File: src/design/rt_sa_buf_defs.svh
// Offsets, field positions, reset values and sizes of the subaddress control register
`ifndef RT_SA_BUF_DEFS_SVH
`define RT_SA_BUF_DEFS_SVH
`define SA_CTRL_OFFSET 16'h0004
`define SA_CTRL_RESET 16'h0000
`define SA_CTRL_MASK 16'hFFE0
`define BIT_GLOBAL_SEL 15
`define BIT_TX_EOM_EN 14
`define BIT_TX_WRAP_EN 13
`define TX_CODE_HI 12
`define TX_CODE_LO 10
`define BIT_RX_EOM_EN 9
`define BIT_RX_WRAP_EN 8
`define RX_CODE_HI 7
`define RX_CODE_LO 5
`define RING_BASE_WORDS 14'h0040
`define CODE_SINGLE 3'h0
`define CODE_ALL_ONES 3'h7
`endif

File: src/design/rt_sa_buf_pkg.sv
// Types shared by the subaddress buffer control register
package rt_sa_buf_pkg;
  typedef enum logic [1:0] {BUF_SINGLE, BUF_DOUBLE, BUF_RING} buf_mode_t;
  typedef struct packed {
    logic sel;
    logic wr;
    logic rd;
    logic [15:0] addr;
  } host_req_t;
  typedef struct packed {
    logic tx_eom;
    logic tx_wrap;
    logic rx_eom;
    logic rx_wrap;
  } rt_evt_t;
  typedef struct packed {
    logic dbl;
    logic ring;
  } sa_entry_t;
endpackage : rt_sa_buf_pkg

File: src/design/rt_subaddress_buffer_control.sv
// Subaddress buffer control register with host port, mode decode and interrupt requests
`timescale 1ns/100ps
`default_nettype none
`include "rt_sa_buf_defs.svh"
module rt_subaddress_buffer_control (
  input wire logic MCLK,
  input wire logic RST,
  input wire logic CE,
  input wire rt_sa_buf_pkg::host_req_t HOST_REQ,
  input wire logic [15:0] HOST_DATA_IN,
  output logic [15:0] HOST_DATA_OUT,
  output logic HOST_DATA_OE_N,
  input wire logic RT_ACTIVE,
  input wire logic CW_FETCH,
  input wire logic [15:0] CW_WORD,
  input wire rt_sa_buf_pkg::sa_entry_t SA_ENTRY,
  input wire logic [2:0] GLOBAL_RING_SIZE_CODE,
  input wire rt_sa_buf_pkg::rt_evt_t RT_EVT,
  output rt_sa_buf_pkg::buf_mode_t TX_BUF_MODE,
  output logic [13:0] TX_RING_WORDS,
  output rt_sa_buf_pkg::buf_mode_t RX_BUF_MODE,
  output logic [2:0] RX_RING_SIZE_CODE,
  output logic IRQ_REQ
);
  import rt_sa_buf_pkg::*;

  ////////////////////////////////////////////////////////////////////////////////
  // Host pin synchronisers and write edge
  host_req_t req_meta;
  host_req_t req_sync;
  logic [15:0] din_meta;
  logic [15:0] din_sync;
  logic wr_seen;
  host_req_t next_req_meta;
  host_req_t next_req_sync;
  logic [15:0] next_din_meta;
  logic [15:0] next_din_sync;
  logic next_wr_seen;
  logic hit;
  logic wr_edge;

  assign hit = req_sync.sel && (req_sync.addr == `SA_CTRL_OFFSET);
  assign wr_edge = hit && req_sync.wr && !wr_seen;

  always_comb begin
    next_req_meta = req_meta;
    next_req_sync = req_sync;
    next_din_meta = din_meta;
    next_din_sync = din_sync;
    next_wr_seen = wr_seen;
    if (CE) begin
      next_req_meta = HOST_REQ;
      next_req_sync = req_meta;
      next_din_meta = HOST_DATA_IN;
      next_din_sync = din_meta;
      next_wr_seen = hit && req_sync.wr;
    end
  end

  always_ff @(posedge MCLK or posedge RST) begin
    if (RST) begin
      req_meta <= '0;
      req_sync <= '0;
      din_meta <= 16'h0000;
      din_sync <= 16'h0000;
      wr_seen <= 1'b0;
    end else begin
      req_meta <= next_req_meta;
      req_sync <= next_req_sync;
      din_meta <= next_din_meta;
      din_sync <= next_din_sync;
      wr_seen <= next_wr_seen;
    end
  end

  ////////////////////////////////////////////////////////////////////////////////
  // Control word register
  logic [15:0] ctrl;
  logic [15:0] next_ctrl;
  logic [15:0] next_dout;
  logic next_oe_n;

  always_comb begin
    next_ctrl = ctrl;
    next_dout = HOST_DATA_OUT;
    next_oe_n = HOST_DATA_OE_N;
    if (CE) begin
      if (RT_ACTIVE) begin
        if (CW_FETCH) begin
          next_ctrl = CW_WORD & `SA_CTRL_MASK;
        end
      end else if (wr_edge) begin
        next_ctrl = din_sync & `SA_CTRL_MASK;
      end
      next_oe_n = !(hit && req_sync.rd);
      next_dout = (hit && req_sync.rd) ? ctrl : 16'h0000;
    end
  end

  always_ff @(posedge MCLK or posedge RST) begin
    if (RST) begin
      ctrl <= `SA_CTRL_RESET;
      HOST_DATA_OUT <= 16'h0000;
      HOST_DATA_OE_N <= 1'b1;
    end else begin
      ctrl <= next_ctrl;
      HOST_DATA_OUT <= next_dout;
      HOST_DATA_OE_N <= next_oe_n;
    end
  end

  ////////////////////////////////////////////////////////////////////////////////
  // Buffer mode decode and interrupt requests
  logic global_buffer_select;
  logic [2:0] tx_buffer_size_code;
  logic [2:0] rx_buffer_size_code;
  logic tx_end_msg_irq_en;
  logic tx_ring_wrap_irq_en;
  logic rx_end_msg_irq_en;
  logic rx_ring_wrap_irq_en;
  buf_mode_t next_tx_mode;
  buf_mode_t next_rx_mode;
  logic [13:0] next_tx_words;
  logic [2:0] next_rx_size;
  logic next_irq;

  assign global_buffer_select = ctrl[`BIT_GLOBAL_SEL];
  assign tx_end_msg_irq_en = ctrl[`BIT_TX_EOM_EN];
  assign tx_ring_wrap_irq_en = ctrl[`BIT_TX_WRAP_EN];
  assign tx_buffer_size_code = ctrl[`TX_CODE_HI:`TX_CODE_LO];
  assign rx_end_msg_irq_en = ctrl[`BIT_RX_EOM_EN];
  assign rx_ring_wrap_irq_en = ctrl[`BIT_RX_WRAP_EN];
  assign rx_buffer_size_code = ctrl[`RX_CODE_HI:`RX_CODE_LO];

  always_comb begin
    next_tx_mode = TX_BUF_MODE;
    next_tx_words = TX_RING_WORDS;
    next_rx_mode = RX_BUF_MODE;
    next_rx_size = RX_RING_SIZE_CODE;
    next_irq = IRQ_REQ;
    if (CE) begin
      // Transmit side never looks at the global select
      if (tx_buffer_size_code == `CODE_SINGLE) begin
        next_tx_mode = BUF_SINGLE;
        next_tx_words = 14'h0000;
      end else begin
        next_tx_mode = BUF_RING;
        next_tx_words = `RING_BASE_WORDS << tx_buffer_size_code;
      end
      if (global_buffer_select) begin
        case (rx_buffer_size_code)
          `CODE_SINGLE: begin
            next_rx_mode = BUF_DOUBLE;
            next_rx_size = `CODE_SINGLE;
          end
          `CODE_ALL_ONES: begin
            next_rx_mode = BUF_RING;
            next_rx_size = GLOBAL_RING_SIZE_CODE;
          end
          default: begin
            next_rx_mode = BUF_RING;
            next_rx_size = rx_buffer_size_code;
          end
        endcase
      end else begin
        if (SA_ENTRY.ring) begin
          next_rx_mode = BUF_RING;
          next_rx_size = rx_buffer_size_code;
        end else if (SA_ENTRY.dbl) begin
          next_rx_mode = BUF_DOUBLE;
          next_rx_size = `CODE_SINGLE;
        end else begin
          next_rx_mode = BUF_SINGLE;
          next_rx_size = `CODE_SINGLE;
        end
      end
      next_irq = (RT_EVT.tx_eom && tx_end_msg_irq_en)
        || (RT_EVT.tx_wrap && tx_ring_wrap_irq_en)
        || (RT_EVT.rx_eom && rx_end_msg_irq_en)
        || (RT_EVT.rx_wrap && rx_ring_wrap_irq_en);
    end
  end

  always_ff @(posedge MCLK or posedge RST) begin
    if (RST) begin
      TX_BUF_MODE <= BUF_SINGLE;
      TX_RING_WORDS <= 14'h0000;
      RX_BUF_MODE <= BUF_SINGLE;
      RX_RING_SIZE_CODE <= 3'h0;
      IRQ_REQ <= 1'b0;
    end else begin
      TX_BUF_MODE <= next_tx_mode;
      TX_RING_WORDS <= next_tx_words;
      RX_BUF_MODE <= next_rx_mode;
      RX_RING_SIZE_CODE <= next_rx_size;
      IRQ_REQ <= next_irq;
    end
  end
endmodule : rt_subaddress_buffer_control
`default_nettype wire

File: config.mk
export PLATFORM = sky130hd
export DESIGN_NAME = rt_subaddress_buffer_control
export DESIGN_NICKNAME = d
export VERILOG_FILES = /design/src/design/rt_sa_buf_pkg.sv /design/src/design/rt_subaddress_buffer_control.sv
export VERILOG_INCLUDE_DIRS = /design/src /design/src/design
export SDC_FILE = /design/constraint.sdc
export NUM_CORES = 1
export LEC_CHECK = 0
export CORE_ASPECT_RATIO = 2
export CORE_MARGIN = 3
export CORE_UTILIZATION = 60
export DETAILED_ROUTE_END_ITERATION = 6
export DONT_BUFFER_PORTS = 1
export GPL_TIMING_DRIVEN = 0
export MAX_ROUTING_LAYER = met4
export PLACE_DENSITY = 0.76
export SLEW_MARGIN = 20
export SYNTH_ARGS = -nofsm -noshare
export SYNTH_HDL_FRONTEND = slang
export SYNTH_SLANG_ARGS = --single-unit
File: constraint.sdc
create_clock -name MCLK -period 6.24 [get_ports MCLK]
set_input_delay 0.624 -clock MCLK [delete_from_list [all_inputs] [get_ports MCLK]]
set_output_delay 0.624 -clock MCLK [all_outputs]
set_load 0.05 [all_outputs]
==> run summary, run 1 <==
=================================================================================
Max-slew violation total from the final report                                  0
Power after layout                                                        1495 µW
Cell at the root of the clock tree                                      clkbuf_16
Worst setup slack before clock tree synthesis                             4312 ps
Required time at the worst-slack endpoint                                 6430 ps
Final setup violation count                                                     0
Commonest cells after routing, fill and taps aside                   dfrtp_1, mux2_2, buf_4, conb_1
Buffers inserted during post-CTS setup optimization                             0
Worst IR drop on VDD                                                  0.0002071 V
Worst-case clock skew                                                    5.130 ps
EDFF count, synth                                                               0
HPWL Detailed                                                             6226 µm
Share of cell area taken by muxes after synthesis                          16.34%
# H-tree levels                                                                 3
Highest fanout seen on the critical path                                       10
1st-pass router iterations                                                      4
Routed length on met3                                                      376 µm
Adder-Cell Fraction of Synth Area                                              0%
Number of fillers in the final layout                                         469
Initial drt markers                                                           156
Number of buffers added on ports                                                0
Fraction of synthesis flops using an asynchronous set or reset pin         100.0%
Horizontal die dimension                                                 64.70 µm
Via count of the first global-routing pass                                   2657
Top routing layer used                                                       met4
Worst min path class                                                  in -> async
Synthesized netlist cell count                                                309
Xor and xnor fraction of the mapped netlist area                               0%
Leading register cell type out of synthesis                               dfrtp_1
Crit path time final                                                      1709 ps
Worst path buffer plus inverter count                                           1
Crit path cell chain                                                 nor4_4, and2_4, a41o_1, buf_6, o221ai_1
Leak pwr                                                              0.001987 µW
Final critical-path share of the clock period                              27.39%
Unique cell type count in the Yosys netlist                                    41
Aggregate global-route resource usage                                      23.18%
Num rows                                                                       42
Result of the run                                                    complete, no violations
Largest net degree at the start of global routing                              77
Crit end category                                                            flop
Antenna diode instance count                                                    0
Number of maximum-capacitance violations                                        0
Proportion of synthesized chip area in sequential cells                    59.35%
Sum of overflow across all layers after global routing                          0
Combinational family with the most area after synthesis              multiplexers
Ys Warns                                                                        0
Final worst-path setup slack                                              4531 ps
Simple logic cell fraction of the synthesized area                         9.383%
Final TNS setup                                                              0 ps
Clock Pin Slew Worst Setup and Hold Paths                                   60 ps
Sum of met2 wire segment lengths after detailed routing                   4765 µm
Synth Area in Compound Gates                                               9.262%
Max_slew headroom                                                          58.35%
Leading cell type in the layout, fill and taps excluded                   dfrtp_1
Die height                                                               123.4 µm
I/O pins                                                                      104
Quantity of hold-fixing buffers added after cts                                 0
Critical Path Start Type                                                     flop
Netlist Area Pre-Place                                               0.004134 mm²
Fmax                                                                   0.5852 GHz
Die area                                                             0.007982 mm²
Antenna violations before repair                                                0
DRT met1 WL                                                               2930 µm
Arrival time reported for the critical path endpoint                      1900 ps
Routed via count divided by cell count                                      5.875
Clock tree from TritonCTS                                                   built
# DRC                                                                           0
Clock insertion delay at the later pin of the skew report                  340 ps
Number of buffers between clock root and the deepest sink                       2
Wire length of the first global-routing pass                             13310 µm
Core area                                                            0.006674 mm²
Count of nets after finishing                                                 398
Share of cells above drive strength 1                                      31.45%
Initial Util                                                               61.94%
Detailed-route wire length per cell                                      19.51 µm
Number of sinks handled by clock tree synthesis                                98
Start-to-end type of the worst setup path                              reg -> reg
Worst hold slack                                                         83.67 ps
Final count of hold timing violations                                           0
Post-route antenna net violation count                                          0
Via Count                                                                    2497
Power density normalized to cell area                                325.4 mW/mm²
Flop and latch count out of synthesis                                          98
Average size of a mapped cell                                           13.38 µm²
Critical-path top delay cell                                               nor4_4
Layout overhead on the synthesized area                                    11.11%
Largest delay share family, worst path                               simple AND/OR/NAND/NOR gates
Unrepaired setup endpoints after global routing                                no
Number of clock buffers inserted by TritonCTS                                   9
Final wirelength                                                          8290 µm
Delay of the slowest critical-path stage                                   440 ps
Actual slew at the worst max-slew pin                                    624.7 ps
GPL Wtd Cong                                                               0.8539
Number of gates resized after CTS                                               0
=================================================================================
[sequential cells by signal, indices dropped and copies added (netlist names), 2 cells and up]
| signal | count |
|---|---|
| ctrl | 11 |
| TX_RING_WORDS | 7 |
| RX_BUF_MODE | 2 |
| req_meta | 19 |
| req_sync | 19 |
| din_sync | 11 |
| RX_RING_SIZE_CODE | 3 |
| din_meta | 11 |
| HOST_DATA_OUT | 11 |
[logic make-up (layout without fill, tap and decap cells)]
family | after synthesis | count (layout)
muxes | 60 | 60
DFF | 98 | 98
AOI/OAI and AO/OA | 47 | 47
buffers and inverters | 42 | 58
other | 1 | 13
and+or+nand+nor | 61 | 61
[routing by layer]
layer  vias to the layer above  track usage, %
met2                        73           40.80
met1                      1264           24.41
met4                         0           10.07
li1                       1147               -
met3                        13           5.636
met5                         -               -
[worst register-to-register path: cells and delay by family (launching register included)]
kind	cells	cell delay, ps
compound gates	2	310
buf+inv	1	150
flops	1	410
simple gates	2	700
[where the power goes]
part	internal (µW)	switching, µW	leakage [µW]
combinational	83.4	87.4	0.000665
sequential	710	111	0.00118
clock	288	215	0.000138
[area by class of cell]
cell class	instances	area, µm²	area share, %
flip-flops and latches	98	2454	53.42
multi-input cells	181	1495	32.55
clock buffers	12	256.5	5.584
plain buffers	30	185.2	4.032
well taps	88	110.1	2.397
inverters	12	50.05	1.090
repair buffers	1	27.53	0.5993
clock inverters	3	15.01	0.3269
[metrics by stage]
step | area, µm² | cells | utilization, %
floorplan | 4179 | 321 | -
global placement | 4289 | 409 | 64.27
detailed placement | 4322 | 410 | 64.75
CTS | 4593 | 425 | 68.82
global route | 4593 | 425 | 68.82
finish | 4593 | 425 | 68.82
[final timing paths]
path	start	to	slack [ps]	depth (start not counted)
min in group MCLK	HOST_REQ[15]	req_meta[15]	440	1
worst max-delay path	req_sync[6]	ctrl[5]	4530	5
worst max register to register	req_sync[6]	ctrl[5]	4530	5
max in group asynchronous	RST	HOST_DATA_OE_N	5490	2
worst min register to register	req_meta[6]	req_meta[6]	500	1
worst min-delay path	RST	IRQ_REQ	80	1
[cell usage after synthesis (4+ instances only)]
| master | instances | share of area [%] |
|---|---|---|
| inv_1 | 12 | 1.1 |
| dfrtp_1 | 97 | 59 |
| o22a_1 | 8 | 1.7 |
| nor2_1 | 9 | 0.82 |
| buf_2 | 7 | 0.85 |
| o2bb2ai_1 | 5 | 1.1 |
| o21ai_0 | 5 | 0.61 |
| o221a_1 | 4 | 1.1 |
| nand4_1 | 10 | 1.5 |
| buf_4 | 13 | 2.4 |
| mux2_2 | 60 | 16 |
| nand3_1 | 8 | 0.97 |
| nand2_1 | 6 | 0.54 |
| clkbuf_1 | 7 | 0.64 |
| a22o_1 | 11 | 2.3 |
| or3_1 | 10 | 1.5 |
Note: power is estimated with default switching activity, not from simulation.
==> run 2: changes to the inputs <==
clock period = 1.66 ns   (was 6.24 ns; I/O delays follow)
==> run 2 against run 1 <==
Against the previous run:
- non-clock buffer count is 37 higher
- largest cell class unchanged
- count of clock-buffer cells in the layout up 1
- global-route usage is 1.8 points higher
- highest routed layer unchanged
- sequential cell count unchanged
==> run summary, run 2 (synthesized netlist as in run 1, its figures left out) <==
========================================================================
Post-route antenna net violation count                                 0   unchanged
Largest net degree at the start of global routing                     33   -57%
Fmax                                                          0.6226 GHz   +6.4%
Largest delay share family, worst path                      simple AND/OR/NAND/NOR gates
Result of the run                                           complete, no violations
Critical Path Start Type                                            flop
Start-to-end type of the worst setup path                     reg -> reg
Number of buffers added on ports                                       0   unchanged
Detailed-route wire length per cell                             19.29 µm   -1.1%
Unrepaired setup endpoints after global routing                      yes
Cells on Worst Hold Path                                               2
Arrival time reported for the critical path endpoint             1820 ps   -80 ps
Worst min path class                                           in -> reg
Final worst-path setup slack                                    53.80 ps   -4477 ps
Worst reg2reg path depth                                               6   +1
Max_slew headroom                                                 57.68%   -0.68 points
# H-tree levels                                                        3   unchanged
Die area                                                    0.007982 mm²   unchanged
# DRC                                                                  0   unchanged
Final TNS setup                                                     0 ps   unchanged
Power density normalized to cell area                        1183 mW/mm²   +260%
Crit end category                                                   flop
Startpoint of the most critical register-to-register path    req_sync[3]
Routed via count divided by cell count                             5.790   -1.4%
Number of fillers in the final layout                                448   -4.5%
GPL Wtd Cong                                                      0.8206   -3.9%
Core area                                                   0.006674 mm²   unchanged
Num rows                                                              42   unchanged
I/O pins                                                             104   unchanged
Start point of the critical path                             req_sync[3]
Crit path time final                                             1606 ps   -102.6 ps
Number of sinks handled by clock tree synthesis                       98   unchanged
Number of clock buffers inserted by TritonCTS                          9   unchanged
Cell at the root of the clock tree                             clkbuf_16
Aggregate global-route resource usage                             24.98%   +1.8 points
Clock insertion delay at the later pin of the skew report         340 ps   about the same
Count of nets after finishing                                        435   +9.3%
Endpoint of the worst hold path                                  ctrl[6]
Worst-case clock skew                                           7.094 ps   +1.964 ps
Clock tree from TritonCTS                                          built
Die height                                                      123.4 µm   unchanged
Final count of hold timing violations                                  0   unchanged
Cell area after placement                                   0.004360 mm²   +0.90%
Wire length of the first global-routing pass                    14240 µm   +7.0%
Share of cells above drive strength 1                             29.60%   -1.9 points
Highest fanout seen on the critical path                              10   unchanged
Antenna violations before repair                                       0   unchanged
Worst hold path startpoint                                    CW_WORD[6]
Layout overhead on the synthesized area                           21.19%
Final setup violation count                                            0   unchanged
Number of maximum-capacitance violations                               0   unchanged
1st-pass router iterations                                             5   +1
Horizontal die dimension                                        64.70 µm   unchanged
HPWL Detailed                                                    6278 µm   +0.83%
Clock Pin Slew Worst Setup and Hold Paths                          60 ps   about the same
Final critical-path share of the clock period                     96.76%   +69 points
Leading cell type in the layout, fill and taps excluded          dfrtp_1
Worst path buffer plus inverter count                                  2   +1
Number of buffers between clock root and the deepest sink              2   unchanged
Initial Util                                                      61.94%   unchanged
Fin util                                                          75.07%   +6.2 points
Max-slew violation total from the final report                         0   unchanged
Required time at the worst-slack endpoint                        1870 ps   -4560 ps
Commonest cells after routing, fill and taps aside          dfrtp_1, mux2_2, dlygate4sd3_1, buf_4, conb_1
Flop-to-flop setup slack                                           50 ps   -4480 ps
Actual slew at the worst max-slew pin                           634.9 ps   +10.15 ps
Sum of overflow across all layers after global routing                 0   unchanged
Critical-path top delay cell                                     dfrtp_1
Final wirelength                                                 8932 µm   +7.7%
Via count of the first global-routing pass                          2815   +5.9%
Capturing point of the worst reg2reg path                        ctrl[6]
Worst IR drop on VDD                                         0.0009407 V   +350%
Delay of the slowest critical-path stage                          410 ps   -30 ps
Initial drt markers                                                  198   +27%
Power after layout                                               5924 µW   +300%
Via Count                                                           2681   +7.4%
Crit path cell chain                                        nor4_4, buf_4, and2_4, a41o_1, buf_6, o221ai_1
Worst setup slack before clock tree synthesis                  -18.97 ps   -4331 ps
Final standard cell area without fillers                    0.005010 mm²   +9.1%
Antenna diode instance count                                           0   unchanged
Leak pwr                                                     0.002163 µW   +8.8%
Largest registers                                           req_meta: 19 flops, req_sync: 19 flops
========================================================================
-- run 2: timing repair --
| item | in CTS | in global routing |
|---|---|---|
| resized for setup | 0 | 2 |
| pin swaps | 2 | 1 |
| endpoints found under the setup margin | 15 | 21 |
| hold buffers | 32 | 0 |
| buffers inserted | 2 | 2 |
| hold endpoints to repair | 67 | 0 |
-- run 2: worst max path at each step --
stage	endpoint	slack, ps	cells past startpoint
detailed placement	HOST_DATA_OUT[11]	-20	5
global placement	req_meta[9]	-130	1
finish	ctrl[6]	50	6
CTS	ctrl[6]	6	5
floorplan	HOST_DATA_OUT[15]	170	5
global route	ctrl[6]	-30	5
-- run 2: final cells by class --
type                            count  area, µm²  share of cell area, %
Clock buffer                       13      260.3                  5.195
Tap cell                           88      110.1                  2.198
Clock inverter                      3      40.04                 0.7992
Timing Repair Buffer               39      417.9                  8.342
Multi-Input combinational cell    181       1505                  30.04
Buffer                             29      173.9                  3.472
Sequential cell                    98       2454                  48.98
Inverter                           12      48.80                 0.9740
-- run 2: metal layers --
metal / part of all wire (%) / track usage [%] / up-vias
met5: 0 / - / -
met1: 34 / 25.03 / 1335
met4: 2.0 / 11.79 / 0
met2: 58 / 44.56 / 107
li1: - / - / 1226
met3: 6.1 / 6.455 / 13
-- run 2: power breakdown --
part / switching (µW) / total (µW) / internal, µW
Combinational: 351 / 733 / 381
Clock: 850 / 2100 / 1250
Sequential: 427 / 3100 / 2670
Total: 1630 / 5920 / 4300
-- run 2: per-stage QoR --
| stage | hold WS (ps) | cells |
|---|---|---|
| after global placement | 318.1 | 409 |
| after floorplan | 317.7 | 321 |
| final | 7.859 | 463 |
| after global routing | 12.68 | 463 |
| after CTS | 1.915 | 462 |
| after detailed placement | 56.50 | 412 |
